`config.mk`:
```
export PLATFORM = sky130hd
export DESIGN_NAME = mci_top
export DESIGN_NICKNAME = d
export VERILOG_FILES = /design/src/mci_pkg.sv /design/src/mci_pulse_gen.sv /design/src/mci_sync2.sv /design/src/mci_top.sv
export SDC_FILE = /design/constraint.sdc
export NUM_CORES = 1
export LEC_CHECK = 0
export BUFFER_PORTS_ARGS = -buffer_cell sky130_fd_sc_hd__buf_2
export CAP_MARGIN = 40
export CORE_ASPECT_RATIO = 1.75
export CORE_UTILIZATION = 35
export CTS_BUF_LIST = sky130_fd_sc_hd__clkbuf_8
export CTS_CLUSTER_SIZE = 25
export DETAILED_ROUTE_END_ITERATION = 6
export PLACE_DENSITY = 0.5
export SLEW_MARGIN = 20
export SYNTH_ARGS = -nofsm -noshare
export SYNTH_HDL_FRONTEND = slang
export SYNTH_SLANG_ARGS = --single-unit
export TNS_END_PERCENT = 20
```
`constraint.sdc`:
```
create_clock -name MCLK_I -period 4.97 [get_ports MCLK_I]
set_clock_uncertainty 0.2 [all_clocks]
set_input_delay 0.497 -clock MCLK_I [delete_from_list [all_inputs] [get_ports MCLK_I]]
set_output_delay 0.497 -clock MCLK_I [all_outputs]
set_load 0.005 [all_outputs]
```
`src/mci_pkg.sv`:
```
// Package for the monitor configuration and fault-interrupt control block.
// Assumes one system clock and a synchronous active-low reset.
package mci_pkg;
    // ------------------------------------------------------------------
    // Register offsets
    // ------------------------------------------------------------------
    localparam logic [7:0] OFF_MONITOR_CONFIGURATION = 8'h40;
    localparam logic [7:0] OFF_FAULT_FLAGS_PRIMARY   = 8'h41;
    localparam logic [7:0] OFF_FAULT_FLAGS_SECONDARY = 8'h42;
    localparam logic [7:0] OFF_FAULT_MASK_PRIMARY    = 8'h43;
    localparam logic [7:0] OFF_FAULT_MASK_SECONDARY  = 8'h44;
    localparam logic [7:0] OFF_INTRUSION_CLEAR       = 8'h46;

    // ------------------------------------------------------------------
    // Reset values
    // ------------------------------------------------------------------
    localparam logic [7:0] RST_MONITOR_CONFIGURATION = 8'h08;
    localparam logic [7:0] RST_FAULT_FLAGS           = 8'h00;
    localparam logic [7:0] RST_FAULT_MASK            = 8'h00;
    localparam logic [7:0] RST_INTRUSION_CLEAR       = 8'h00;

    // ------------------------------------------------------------------
    // Field positions
    // ------------------------------------------------------------------
    localparam int CFG_START_BIT     = 0;
    localparam int CFG_IRQ_EN_BIT    = 1;
    localparam int CFG_IRQ_CLR_BIT   = 3;
    localparam int CFG_RST_PULSE_BIT = 4;
    localparam int CFG_INTR_PULSE_BIT = 6;
    localparam int CFG_REINIT_BIT    = 7;
    localparam int MASK2_RST_EN_BIT  = 7;
    localparam int ICLR_PULSE_BIT    = 7;
    localparam logic [7:0] FLAGS1_USED = 8'hDF;
    localparam logic [7:0] FLAGS2_USED = 8'h13;
    localparam logic [7:0] CFG_WR_MASK = 8'hDB;
    localparam int FLAGS2_INTR_BIT   = 4;

    // ------------------------------------------------------------------
    // Timing
    // ------------------------------------------------------------------
    localparam int CLK_MHZ         = 250;
    localparam int PULSE_MIN_MS    = 20;
    localparam int PULSE_CYCLES    = PULSE_MIN_MS * 1000 * CLK_MHZ;

    typedef enum logic [1:0] {
        PULSE_IDLE,
        PULSE_ACTIVE
    } mci_pulse_state_t;
endpackage : mci_pkg

```
`src/mci_pulse_gen.sv`:
```
// Minimum-width active-high pulse generator.
// Assumes start is a one-cycle request from the same clock domain.
`timescale 1ns/1ps
`default_nettype none
module mci_pulse_gen #(
    parameter int WIDTH_CYCLES = mci_pkg::PULSE_CYCLES
) (
    input  wire logic MCLK_I,
    input  wire logic RST_N_I,
    input  wire logic start_i,
    output var  logic active_o,
    output var  logic done_o
);
    import mci_pkg::*;

    mci_pulse_state_t state_ff;
    logic [31:0]      cnt_ff;

    always_ff @(posedge MCLK_I) begin
        if (!RST_N_I) begin
            state_ff <= PULSE_IDLE;
            cnt_ff   <= 32'h0;
            active_o <= 1'b0;
            done_o   <= 1'b0;
        end else begin
            done_o <= 1'b0;
            case (state_ff)
                PULSE_IDLE: begin
                    if (start_i) begin
                        state_ff <= PULSE_ACTIVE;
                        cnt_ff   <= 32'(WIDTH_CYCLES - 1);
                        active_o <= 1'b1;
                    end
                end
                PULSE_ACTIVE: begin
                    if (cnt_ff == 32'h0) begin
                        state_ff <= PULSE_IDLE;
                        active_o <= 1'b0;
                        done_o   <= 1'b1;
                    end else begin
                        cnt_ff <= cnt_ff - 32'h1;
                    end
                end
                default: begin
                    state_ff <= PULSE_IDLE;
                    active_o <= 1'b0;
                end
            endcase
        end
    end

    // Pulse stays high for at least 8 cycles once started
    AST_PULSE_WIDTH: assert property (@(posedge MCLK_I)
        disable iff (!RST_N_I) $rose(active_o) |-> active_o [*8])
        else $error("pulse shorter than minimum");
    COV_PULSE_DONE: cover property (@(posedge MCLK_I) disable iff (!RST_N_I)
        done_o);
endmodule : mci_pulse_gen
`default_nettype wire

```
`src/mci_sync2.sv`:
```
// Two-stage synchroniser for pin inputs.
// Assumes the inputs are asynchronous to MCLK_I.
`timescale 1ns/1ps
`default_nettype none
module mci_sync2 #(
    parameter int W = 1
) (
    input  wire logic         MCLK_I,
    input  wire logic         RST_N_I,
    input  wire logic [W-1:0] d_i,
    output var  logic [W-1:0] q_o
);
    logic [W-1:0] meta_ff;

    always_ff @(posedge MCLK_I) begin
        if (!RST_N_I) begin
            meta_ff <= '0;
            q_o     <= '0;
        end else begin
            meta_ff <= d_i;
            q_o     <= meta_ff;
        end
    end
endmodule : mci_sync2
`default_nettype wire

```
`src/mci_top.sv`:
```
// Configuration and fault-interrupt control of a system hardware monitor.
// Assumes a serial bus front end giving one-cycle register strobes,
// and the monitor core giving fault pulses and a temperature event.
//
// Overview of operation
// - Config bit 0 starts monitoring; zero means standby; resets to zero.
// - Clearing the start bit never releases the interrupt output.
// - Config bit 1 enables the active-low interrupt output; resets disabled.
// - Config bit 3 releases interrupt, keeps status; resets to one.
// - Monitoring is suspended while config bit 3 is set.
// - Config bit 4 fires 20 ms reset pulse, clears when pulse active.
// - Reset pulse works only while second mask bit 7 is one.
// - Config bit 6 fires 20 ms intrusion pin pulse, like clear register.
// - Config bit 7 restores defaults of config, flags, masks; reads zero.
// - Primary flags bits 0 to 3 record supply rail limit faults.
// - Primary flags bits 6 and 7 record fan one and two faults.
// - Primary flag bit 4 records temperature event; bit 5 reserved.
// - Secondary flags: 12 V bit 0, core two bit 1, intrusion bit 4.
// - Reading a flags register clears what it returned; reset zero.
// - While monitoring runs, persisting faults other than intrusion set their flag again after a clearing read.
// - Mask bit one blocks matching flag from the interrupt; masks reset zero.
// - Intrusion clear bit clears itself after its pulse has finished.
`timescale 1ns/1ps
`default_nettype none
module mci_top #(
    parameter int PULSE_CYCLES_P = mci_pkg::PULSE_CYCLES
) (
    input  wire logic       MCLK_I,
    input  wire logic       RST_N_I,
    input  wire logic       REG_WR_I,
    input  wire logic       REG_RD_I,
    input  wire logic [7:0] REG_ADDR_I,
    input  wire logic [7:0] REG_WDATA_I,
    output var  logic [7:0] REG_RDATA_O,
    input  wire logic [7:0] FAULT_PRIMARY_I,
    input  wire logic [7:0] FAULT_SECONDARY_I,
    input  wire logic       INTRUSION_PIN_I,
    output var  logic       INTRUSION_PIN_OE_O,
    output var  logic       INTRUSION_PIN_O,
    output var  logic       RESET_OUT_N_O,
    output var  logic       IRQ_N_O,
    output var  logic       MONITOR_RUN_O,
    output var  logic       REINIT_O
);
    import mci_pkg::*;

    // ------------------------------------------------------------------
    // Registers
    // ------------------------------------------------------------------
    logic [7:0] cfg_ff;
    logic [7:0] flags1_ff;
    logic [7:0] flags2_ff;
    logic [7:0] mask1_ff;
    logic [7:0] mask2_ff;
    logic       iclr_ff;
    logic       intr_sync;
    logic       intr_prev_ff;
    logic       rst_active;
    logic       rst_done;
    logic       intr_active;
    logic       intr_done;
    logic       rst_start_ff;
    logic       intr_start_ff;
    logic       wr_cfg;
    logic       reinit;
    logic       rd_f1;
    logic       rd_f2;
    logic       intr_rise;
    logic [7:0] nxt_flags1;
    logic [7:0] nxt_flags2;

    function automatic logic hit(input logic [7:0] a, input logic [7:0] o);
        return a == o;
    endfunction : hit

    assign wr_cfg = REG_WR_I && hit(REG_ADDR_I, OFF_MONITOR_CONFIGURATION);
    assign reinit = wr_cfg && REG_WDATA_I[CFG_REINIT_BIT];
    assign rd_f1  = REG_RD_I && hit(REG_ADDR_I, OFF_FAULT_FLAGS_PRIMARY);
    assign rd_f2  = REG_RD_I && hit(REG_ADDR_I, OFF_FAULT_FLAGS_SECONDARY);

    // ------------------------------------------------------------------
    // Intrusion pin input
    // ------------------------------------------------------------------
    mci_sync2 #(.W(1)) u_sync (
        .MCLK_I (MCLK_I),
        .RST_N_I(RST_N_I),
        .d_i    (INTRUSION_PIN_I),
        .q_o    (intr_sync)
    );

    always_ff @(posedge MCLK_I) begin
        if (!RST_N_I) begin
            intr_prev_ff <= 1'b0;
        end else begin
            intr_prev_ff <= intr_sync;
        end
    end
    // Own drive of the pin is not counted as an intrusion
    assign intr_rise = intr_sync && !intr_prev_ff && !intr_active;

    // ------------------------------------------------------------------
    // Configuration register
    // ------------------------------------------------------------------
    always_ff @(posedge MCLK_I) begin
        if (!RST_N_I) begin
            cfg_ff <= RST_MONITOR_CONFIGURATION;
        end else if (reinit) begin
            cfg_ff <= RST_MONITOR_CONFIGURATION;
        end else if (wr_cfg) begin
            // Reserved bits 2 and 5 and bit 7 never hold a one
            cfg_ff <= REG_WDATA_I & CFG_WR_MASK & 8'h7F;
        end else begin
            if (rst_active) begin
                cfg_ff[CFG_RST_PULSE_BIT] <= 1'b0;
            end
            if (intr_done) begin
                cfg_ff[CFG_INTR_PULSE_BIT] <= 1'b0;
            end
        end
    end

    // ------------------------------------------------------------------
    // Intrusion clear register
    // ------------------------------------------------------------------
    always_ff @(posedge MCLK_I) begin
        if (!RST_N_I) begin
            iclr_ff <= 1'b0;
        end else if (REG_WR_I && hit(REG_ADDR_I, OFF_INTRUSION_CLEAR)
                     && REG_WDATA_I[ICLR_PULSE_BIT]) begin
            iclr_ff <= 1'b1;
        end else if (intr_done) begin
            iclr_ff <= 1'b0;
        end
    end

    // ------------------------------------------------------------------
    // Pulse requests
    // ------------------------------------------------------------------
    always_ff @(posedge MCLK_I) begin
        if (!RST_N_I) begin
            rst_start_ff  <= 1'b0;
            intr_start_ff <= 1'b0;
        end else begin
            rst_start_ff  <= wr_cfg && !reinit
                             && REG_WDATA_I[CFG_RST_PULSE_BIT]
                             && mask2_ff[MASK2_RST_EN_BIT];
            intr_start_ff <= !reinit && REG_WR_I
                             && ((hit(REG_ADDR_I, OFF_MONITOR_CONFIGURATION)
                                  && REG_WDATA_I[CFG_INTR_PULSE_BIT])
                                 || (hit(REG_ADDR_I, OFF_INTRUSION_CLEAR)
                                  && REG_WDATA_I[ICLR_PULSE_BIT]));
        end
    end

    mci_pulse_gen #(.WIDTH_CYCLES(PULSE_CYCLES_P)) u_rst_pulse (
        .MCLK_I  (MCLK_I),
        .RST_N_I (RST_N_I),
        .start_i (rst_start_ff),
        .active_o(rst_active),
        .done_o  (rst_done)
    );

    mci_pulse_gen #(.WIDTH_CYCLES(PULSE_CYCLES_P)) u_intr_pulse (
        .MCLK_I  (MCLK_I),
        .RST_N_I (RST_N_I),
        .start_i (intr_start_ff),
        .active_o(intr_active),
        .done_o  (intr_done)
    );

    // ------------------------------------------------------------------
    // Fault flags: set wins over a clearing read
    // ------------------------------------------------------------------
    always_comb begin
        nxt_flags1 = rd_f1 ? 8'h00 : flags1_ff;
        nxt_flags2 = rd_f2 ? 8'h00 : flags2_ff;
        if (MONITOR_RUN_O) begin
            nxt_flags1 = nxt_flags1
                         | (FAULT_PRIMARY_I & FLAGS1_USED);
            nxt_flags2 = nxt_flags2 | (FAULT_SECONDARY_I & FLAGS2_USED
                         & ~(8'h01 << FLAGS2_INTR_BIT));
        end
        if (intr_rise) begin
            nxt_flags2[FLAGS2_INTR_BIT] = 1'b1;
        end
    end

    always_ff @(posedge MCLK_I) begin
        if (!RST_N_I || reinit) begin
            flags1_ff <= RST_FAULT_FLAGS;
            flags2_ff <= RST_FAULT_FLAGS;
        end else begin
            flags1_ff <= nxt_flags1;
            flags2_ff <= nxt_flags2;
        end
    end

    // ------------------------------------------------------------------
    // Mask registers
    // ------------------------------------------------------------------
    always_ff @(posedge MCLK_I) begin
        if (!RST_N_I || reinit) begin
            mask1_ff <= RST_FAULT_MASK;
            mask2_ff <= RST_FAULT_MASK;
        end else if (REG_WR_I) begin
            if (hit(REG_ADDR_I, OFF_FAULT_MASK_PRIMARY)) begin
                mask1_ff <= REG_WDATA_I;
            end
            if (hit(REG_ADDR_I, OFF_FAULT_MASK_SECONDARY)) begin
                mask2_ff <= REG_WDATA_I;
            end
        end
    end

    // ------------------------------------------------------------------
    // Outputs
    // ------------------------------------------------------------------
    always_ff @(posedge MCLK_I) begin
        if (!RST_N_I) begin
            IRQ_N_O            <= 1'b1;
            MONITOR_RUN_O      <= 1'b0;
            RESET_OUT_N_O      <= 1'b1;
            INTRUSION_PIN_OE_O <= 1'b0;
            INTRUSION_PIN_O    <= 1'b0;
            REINIT_O           <= 1'b0;
        end else begin
            // Start bit takes no part here, so standby keeps the line
            IRQ_N_O <= !(cfg_ff[CFG_IRQ_EN_BIT] && !cfg_ff[CFG_IRQ_CLR_BIT]
                        && (|(flags1_ff & ~mask1_ff & FLAGS1_USED)
                         || |(flags2_ff & ~mask2_ff & FLAGS2_USED)));
            MONITOR_RUN_O <= cfg_ff[CFG_START_BIT]
                             && !cfg_ff[CFG_IRQ_CLR_BIT];
            RESET_OUT_N_O      <= !rst_active;
            INTRUSION_PIN_OE_O <= intr_active;
            INTRUSION_PIN_O    <= 1'b0;
            REINIT_O           <= reinit;
        end
    end

    always_ff @(posedge MCLK_I) begin
        if (!RST_N_I) begin
            REG_RDATA_O <= 8'h00;
        end else if (REG_RD_I) begin
            case (REG_ADDR_I)
                OFF_MONITOR_CONFIGURATION: REG_RDATA_O <= cfg_ff;
                OFF_FAULT_FLAGS_PRIMARY:   REG_RDATA_O <= flags1_ff;
                OFF_FAULT_FLAGS_SECONDARY: REG_RDATA_O <= flags2_ff;
                OFF_FAULT_MASK_PRIMARY:    REG_RDATA_O <= mask1_ff;
                OFF_FAULT_MASK_SECONDARY:  REG_RDATA_O <= mask2_ff;
                OFF_INTRUSION_CLEAR:       REG_RDATA_O <= {iclr_ff, 7'h00};
                default:                   REG_RDATA_O <= 8'h00;
            endcase
        end
    end

    // ------------------------------------------------------------------
    // Checks
    // ------------------------------------------------------------------
    AST_RUN_NEEDS_START: assert property (@(posedge MCLK_I)
        disable iff (!RST_N_I) MONITOR_RUN_O |-> $past(cfg_ff[CFG_START_BIT]))
        else $error("monitor runs without start");
    AST_CLR_SUSPENDS: assert property (@(posedge MCLK_I)
        disable iff (!RST_N_I)
        $past(cfg_ff[CFG_IRQ_CLR_BIT]) |-> !MONITOR_RUN_O)
        else $error("monitor runs while clear set");
    AST_IRQ_GATED: assert property (@(posedge MCLK_I)
        disable iff (!RST_N_I) !$past(cfg_ff[CFG_IRQ_EN_BIT]) |-> IRQ_N_O)
        else $error("irq asserted while disabled");
    AST_IRQ_CLEAR: assert property (@(posedge MCLK_I)
        disable iff (!RST_N_I)
        $rose(cfg_ff[CFG_IRQ_CLR_BIT]) && $stable(flags1_ff) |-> ##1 IRQ_N_O)
        else $error("clear bit did not release irq");
    AST_IRQ_RAISE: assert property (@(posedge MCLK_I)
        disable iff (!RST_N_I)
        cfg_ff[CFG_IRQ_EN_BIT] && !cfg_ff[CFG_IRQ_CLR_BIT]
        && |(flags1_ff & ~mask1_ff & FLAGS1_USED) |=> !IRQ_N_O)
        else $error("irq missing for unmasked flag");
    AST_READ_CLEARS: assert property (@(posedge MCLK_I)
        disable iff (!RST_N_I)
        rd_f1 && !reinit && !MONITOR_RUN_O |=> flags1_ff == 8'h00)
        else $error("flags not cleared by read");
    AST_RST_GATED: assert property (@(posedge MCLK_I)
        disable iff (!RST_N_I)
        $fell(RESET_OUT_N_O) |-> $past(mask2_ff[MASK2_RST_EN_BIT], 3))
        else $error("reset pulse without enable");
    AST_RST_SELFCLR: assert property (@(posedge MCLK_I)
        disable iff (!RST_N_I)
        rst_active && !wr_cfg |=> !cfg_ff[CFG_RST_PULSE_BIT])
        else $error("reset bit not self cleared");
    AST_REINIT: assert property (@(posedge MCLK_I)
        disable iff (!RST_N_I)
        reinit |=> cfg_ff == RST_MONITOR_CONFIGURATION && mask2_ff == 8'h00)
        else $error("reinit did not restore defaults");
    COV_IRQ: cover property (@(posedge MCLK_I) disable iff (!RST_N_I)
        $fell(IRQ_N_O));
    COV_INTRUSION: cover property (@(posedge MCLK_I) disable iff (!RST_N_I)
        intr_rise);
    COV_RST: cover property (@(posedge MCLK_I) disable iff (!RST_N_I)
        rst_done);
endmodule : mci_top
`default_nettype wire

```
**Word-level counts from Yosys, hierarchy flattened**

Index checks and enable logic that the tools add are counted.

- Add/sub/neg operators: 2
- $mul: 0
- Div/mod/pow operators: 0
- Order comparisons: 0
- Equality and inequality tests: 14
- Shift operators: 0
- Muxes and demuxes: 30
- Bitwise logic cells: 7
- Reductions and logical operators: 47

Operators by type and width:

| kind | number |
|---|---|
| 32-bit 2-to-1 mux | 4 |
| 32-bit case mux with 2 select lines | 2 |
| 32-bit logical NOT | 2 |
| 32-bit by 1-bit subtractor with 32-bit output (second input constant) | 2 |
| 8-bit by 7-bit equality test with 1-bit output (second input constant) | 6 |
| 8-bit case mux with 6 select lines | 1 |
| 8-bit 2-to-1 mux | 4 |
| 1-bit logical AND | 18 |
| 1-bit 2-to-1 mux | 11 |
| 2-bit AND reduction | 5 |
| 2-bit nonzero test | 5 |
| 8-bit bitwise AND | 1 |
| 2-bit 2-to-1 mux | 4 |
| 2-bit != test (second input constant) | 4 |
| 8-bit inverter | 1 |
| 8-bit by 2-bit bitwise OR with 8-bit output | 1 |
| 8-bit bitwise OR | 1 |
| 2-bit case mux with 2 select lines | 2 |
| 1-bit logical NOT | 7 |
| 7-bit OR reduction | 1 |
| 3-bit AND reduction | 2 |
| 5-bit bitwise AND | 1 |
| 5-bit inverter | 1 |
| 2-bit by 1-bit equality test with 1-bit output (second input constant) | 2 |
| other kinds (7) | 12 |

- Register bits after elaboration: 127
- Latch bits: 0
- RAM bits: 0
- ROM bits: 0
- Input bits: 37
- Output and inout port bits: 14
- Logic and storage cells: 126
- Memories kept: 0

**Depth between registers and ports, before layout**

- Depth in word-level cells: 7
- Depth in mapped cells: 10
- Gate-level depth less buffers: 8

**Modules after synthesis**

Synthesis repeated with hierarchy kept, for this count alone.

- Cell total of the unflattened synthesis: 641
- Area, all modules: 5858.1 µm²

Modules (own cells, without submodules):

| module | times used | cells an instance | area each (µm²) | seq. area each (µm²) |
|---|---|---|---|---|
| mci_pulse_gen | 2 | 206 | 1810.5 | 680.7 |
| mci_top | 1 | 225 | 2184.6 | 960.9 |
| mci_sync2 | 1 | 4 | 52.6 | 40.0 |

**Least setup slack after synthesis**

No wires, ideal clock.

- Path kind: reg2reg
- Start point: reg u_rst_pulse.cnt_ff[8]
- End point: reg u_rst_pulse.cnt_ff[25]
- Setup time: 0.126 ns
- Arrival time: 2.524 ns
- Required time: 4.644 ns
- Path slack: 2.121 ns
- Stages on the path, launching flop included: 8
- Buffers on the path: 1
- Clock period less this slack: 2.849 ns
- Cells stage by stage: dfxtp_1 -> or4_4 -> or3_4 -> or4_1 -> buf_2 -> or4_4 -> nand4_1 -> o31ai_2

- Word-level cells in the longest chain between the ends: 3
- Elaborated cells on any way between the ends: 6
- Those cells by class: add/sub (1); eq/ne (1); mux (2); reduce/logical (2)

Ends and longest elaborated chain:

| what | RTL line | source |
|---|---|---|
| start: declaration | mci_pulse_gen.sv:17 | `logic [31:0] cnt_ff;` |
| start signal: assignment | mci_pulse_gen.sv:31 | `cnt_ff <= 32'(WIDTH_CYCLES - 1);` |
| start signal: assignment | mci_pulse_gen.sv:41 | `cnt_ff <= cnt_ff - 32'h1;` |
| 32-bit by 1-bit subtractor with 32-bit output or 32-bit logical NOT (tied branches) | mci_pulse_gen.sv:41, mci_pulse_gen.sv:36 |  |
| 32-bit 2-to-1 mux or 2-bit != test (tied branches) | -- |  |
| 32-bit case mux with 2 select lines or 3-bit AND reduction (tied branches) | -- |  |

Several ways; a longest one is shown, not always the timed one. The select of a mux whose other input is x is not followed.
A chain may end at the register's enable or synchronous reset.

**Final worst setup path**

- Start point: reg u_rst_pulse.cnt_ff[24]
- End point: reg u_rst_pulse.cnt_ff[29]

The elaborated chain is that of the path after synthesis.

==> impl_metrics.csv <==
group,metric,value,unit
power_and_ir_drop,p_per_area,321,nW/µm²
power_and_ir_drop,switching_share,23.0,%
sta,slew_violations,0,
clocking,hold_buffers,0,
sta,max_freq,320,MHz
global_route,use_met3,3.91,%
global_route,grt_antenna_before_repair,0,
yosys,ys_warn_count,0,
cells_and_area,antenna_cells,0,
global_route,grtUsageMet2,35.7,%
sta,hold_viol,0,
setup_path,crit_type,"reg -> reg",
setup_path,cp_data_required_time,5.14,ns
yosys,syn_nets,672,
route,drc,0,
floorplanning,num_rows,59,
sta,min_period,3.12,ns
route,drtIter0Drc,234,
clocking,cts.path.max_buffers,2,
floorplanning,start_util,35.7,%
floorplanning,io_pins,51,
route,drtPass1Iterations,5,
global_route,globalRouteOverflowTotal,0,
floorplanning,fp.coreArea,14800,µm²
power_and_ir_drop,p_sw,0.449,mW
global_route,grt.busiest_layer,"met2",
yosys,syn_area,5300,µm²
route,ant_nets,0,
sta,fin_tns_setup,0,ns
clocking,clock-sinks,117,
global_route,grt_max_degree,39,
clocking,clkTransAtPathRegs,0.08,ns
clocking,cts_buffers,17,
placement,place_ws,1.38,ns
clocking,cts_tree,"done",
route,vias,4727,
power_and_ir_drop,p_int,1.51,mW
power_and_ir_drop,power_frac_seq,48.2,%
global_route,grt_pass1_vias,4474,
sta,fin_crit_sh,62.9,%
yosys,synth_cells,633,
floorplanning,dieArea,15600,µm²
yosys,yosys.area.top_type,"dfxtp_1",
global_route,grt_pass1_wl,22700,µm
setup_path,path_cells,"or4_1 > or4_1 > nor4_2 > nand2b_1 > o311ai_0 > a21oi_1",
power_and_ir_drop,p_leak,2.19,nW
floorplanning,fp.dieW,95.0,µm
cells_and_area,final_nets,705,
yosys,ys_seq_elements,117,
setup_path,cp_slowest_cell,"or4_1",
global_route,use_met1,20.0,%
clocking,cts_root_buf,"clkbuf_8",
setup_path,cp_data_arrival_time,3.29,ns
yosys,ys.flop_type,"dfxtp_1",
clocking,cts_setup_buffers,0,
placement,port_buffers,42,
yosys,yosysMostFrequentCell,"dfxtp_1",
setup_path,cp_common_cell,"or4_1",
yosys,syn_area_per_cell,8.37,µm²
cells_and_area,fin_area,6080,µm²
route,wire_per_inst,16.5,µm
setup_path,critPathLaunchType,"flip-flop",
placement,placed_area,5630,µm²
cells_and_area,syn_to_final_growth,14.9,%
power_and_ir_drop,p_comb_share,2.8,%
sta,max_slew_margin,53.7,%
yosys,synth_top_cell_area_share,44.2,%
yosys,synthArstFlopShare,0,%
placement,gp_congestion,0.907,
setup_path,max_stage_delay,0.65,ns
setup_path,cp_max_fo,10,
yosys,ys_seq_area_share,44.2,%
power_and_ir_drop,pwr-share-clk,49.0,%
sta,tightest_slew,0.693,ns
floorplanning,dieHeight,165,µm
setup_path,end_kind,"flip-flop",
yosys,synth.distinct_cells,58,
yosys,synth.top_cells.by_area,"dfxtp_1 (44%), nor2_1 (5.1%), nand2_1 (4.7%)",
route,routed_wl,14200,µm
run,drv_cap,0,
yosys,synth_edf_count,0,
cells_and_area,drive_gt1_share,13.5,%
clocking,clock_latency,0.43,ns
sta,setup_viol,0,
worst_hold_path,hold_path_class,"in -> reg",
status,status,"completed",
clocking,h-tree-depth,4,
yosys,netlist_top_cells_count,"dfxtp_1 (117), nor2_1 (72), nand2_1 (66)",
placement,detailed_place_hpwl,10200,µm
power_and_ir_drop,vdd_drop_max,0.186,mV
clocking,cts-resized-gates,0,
sta,rsz0062_at_grt,"no",
route,vias_per_cell,5.48,
sta,fin_ws,1.85,ns
global_route,grt_usage,19.3,%
-- worst max-delay path: cells and delay by family, from the launching register on --
kind | cells | cell delay (ns)
flops | 1 | 0.35
compound gates | 2 | 0.35
simple gates | 4 | 2.16
-- layout make-up --
class | count | area [µm²]
tap | 183 | 229
multi-input combinational | 462 | 2750
clock buffer | 21 | 289
clock inverter | 11 | 149
timing repair buffer | 47 | 248
fill | 1507 | 8760
sequential | 117 | 2340
inverter | 21 | 78.8
-- cells by family (layout without fill, tap and decap cells) --
family                     Yosys count  in the layout  share of synthesized area (%)
xor gates and xnor gates            43             43                           7.11
AOI/OAI and AO/OA                  115            115                           13.9
DFF                                117            117                           44.2
and+or+nand+nor                    291            291                           28.3
other                                1              1                         0.0708
muxes                               10             10                           1.91
buffers and inverters               54            100                           3.97
adders and majority gates            2              2                          0.473
-- worst paths after layout --
path / start / end / slack [ns] / depth (start not counted)
worst max-delay path: u_rst_pulse.cnt_ff[24] / u_rst_pulse.cnt_ff[29] / 1.85 / 6
worst min-delay path: INTRUSION_PIN_I / u_sync.meta_ff / 0.07 / 2
worst max register to register: u_rst_pulse.cnt_ff[24] / u_rst_pulse.cnt_ff[29] / 1.85 / 6
worst min register to register: u_sync.meta_ff / u_sync.q_o / 0.24 / 1
-- through the flow --
step	total power, mW	hold WS, ns	util (%)	instances
after floorplan	0.992	0.206	-	633
after global placement	1.02	0.220	37.9	828
after detailed placement	1.02	0.222	37.9	828
after CTS	1.98	0.0505	40.9	860
after global routing	2.03	0.0573	41.0	862
final	1.95	0.0708	41.0	862
-- sequential cells by signal (all words and copies together), names as in the netlist, 3 cells and up --
signal	flops
REG_RDATA_O	8
cfg_ff	5
flags1_ff	7
flags2_ff	3
mask1_ff	8
mask2_ff	8
u_intr_pulse.cnt_ff	32
u_rst_pulse.cnt_ff	32
-- cells in the final DEF, fill, tap and decap left out, drive strengths merged, types with 8 or more instances in the layout --
| cell type | Yosys | routed |
|---|---|---|
| or3 | 18 | 18 |
| nor4 | 19 | 19 |
| xor2 | 27 | 27 |
| inv | 21 | 21 |
| nor3 | 28 | 28 |
| buf | 6 | 46 |
| a22oi | 10 | 10 |
| or4 | 12 | 12 |
| xnor2 | 16 | 16 |
| nor2 | 72 | 72 |
| mux2i | 9 | 9 |
| clkbuf | 27 | 22 |
| o21ai | 13 | 13 |
| nand3 | 28 | 28 |
| nand2 | 66 | 66 |
| and2 | 8 | 8 |
| dfxtp | 117 | 117 |
| a21oi | 49 | 49 |
-- per-layer routing --
layer	vias to the layer above	share of wire (%)
met4	0	3.8
met3	27	3.5
li1	2335	-
met2	118	54
met5	-	0
met1	2247	38
-- power groups by stage --
stage                     Combinational [mW]  Clock [mW]  Sequential (mW)
final                                 0.0556       0.957            0.942
after detailed placement              0.0558           0            0.963
after global placement                0.0552           0            0.963
after global routing                  0.0611        1.02            0.942
after CTS                             0.0560       0.981            0.941
after floorplan                       0.0295           0            0.962
Note: power is estimated with default switching activity, not from simulation.
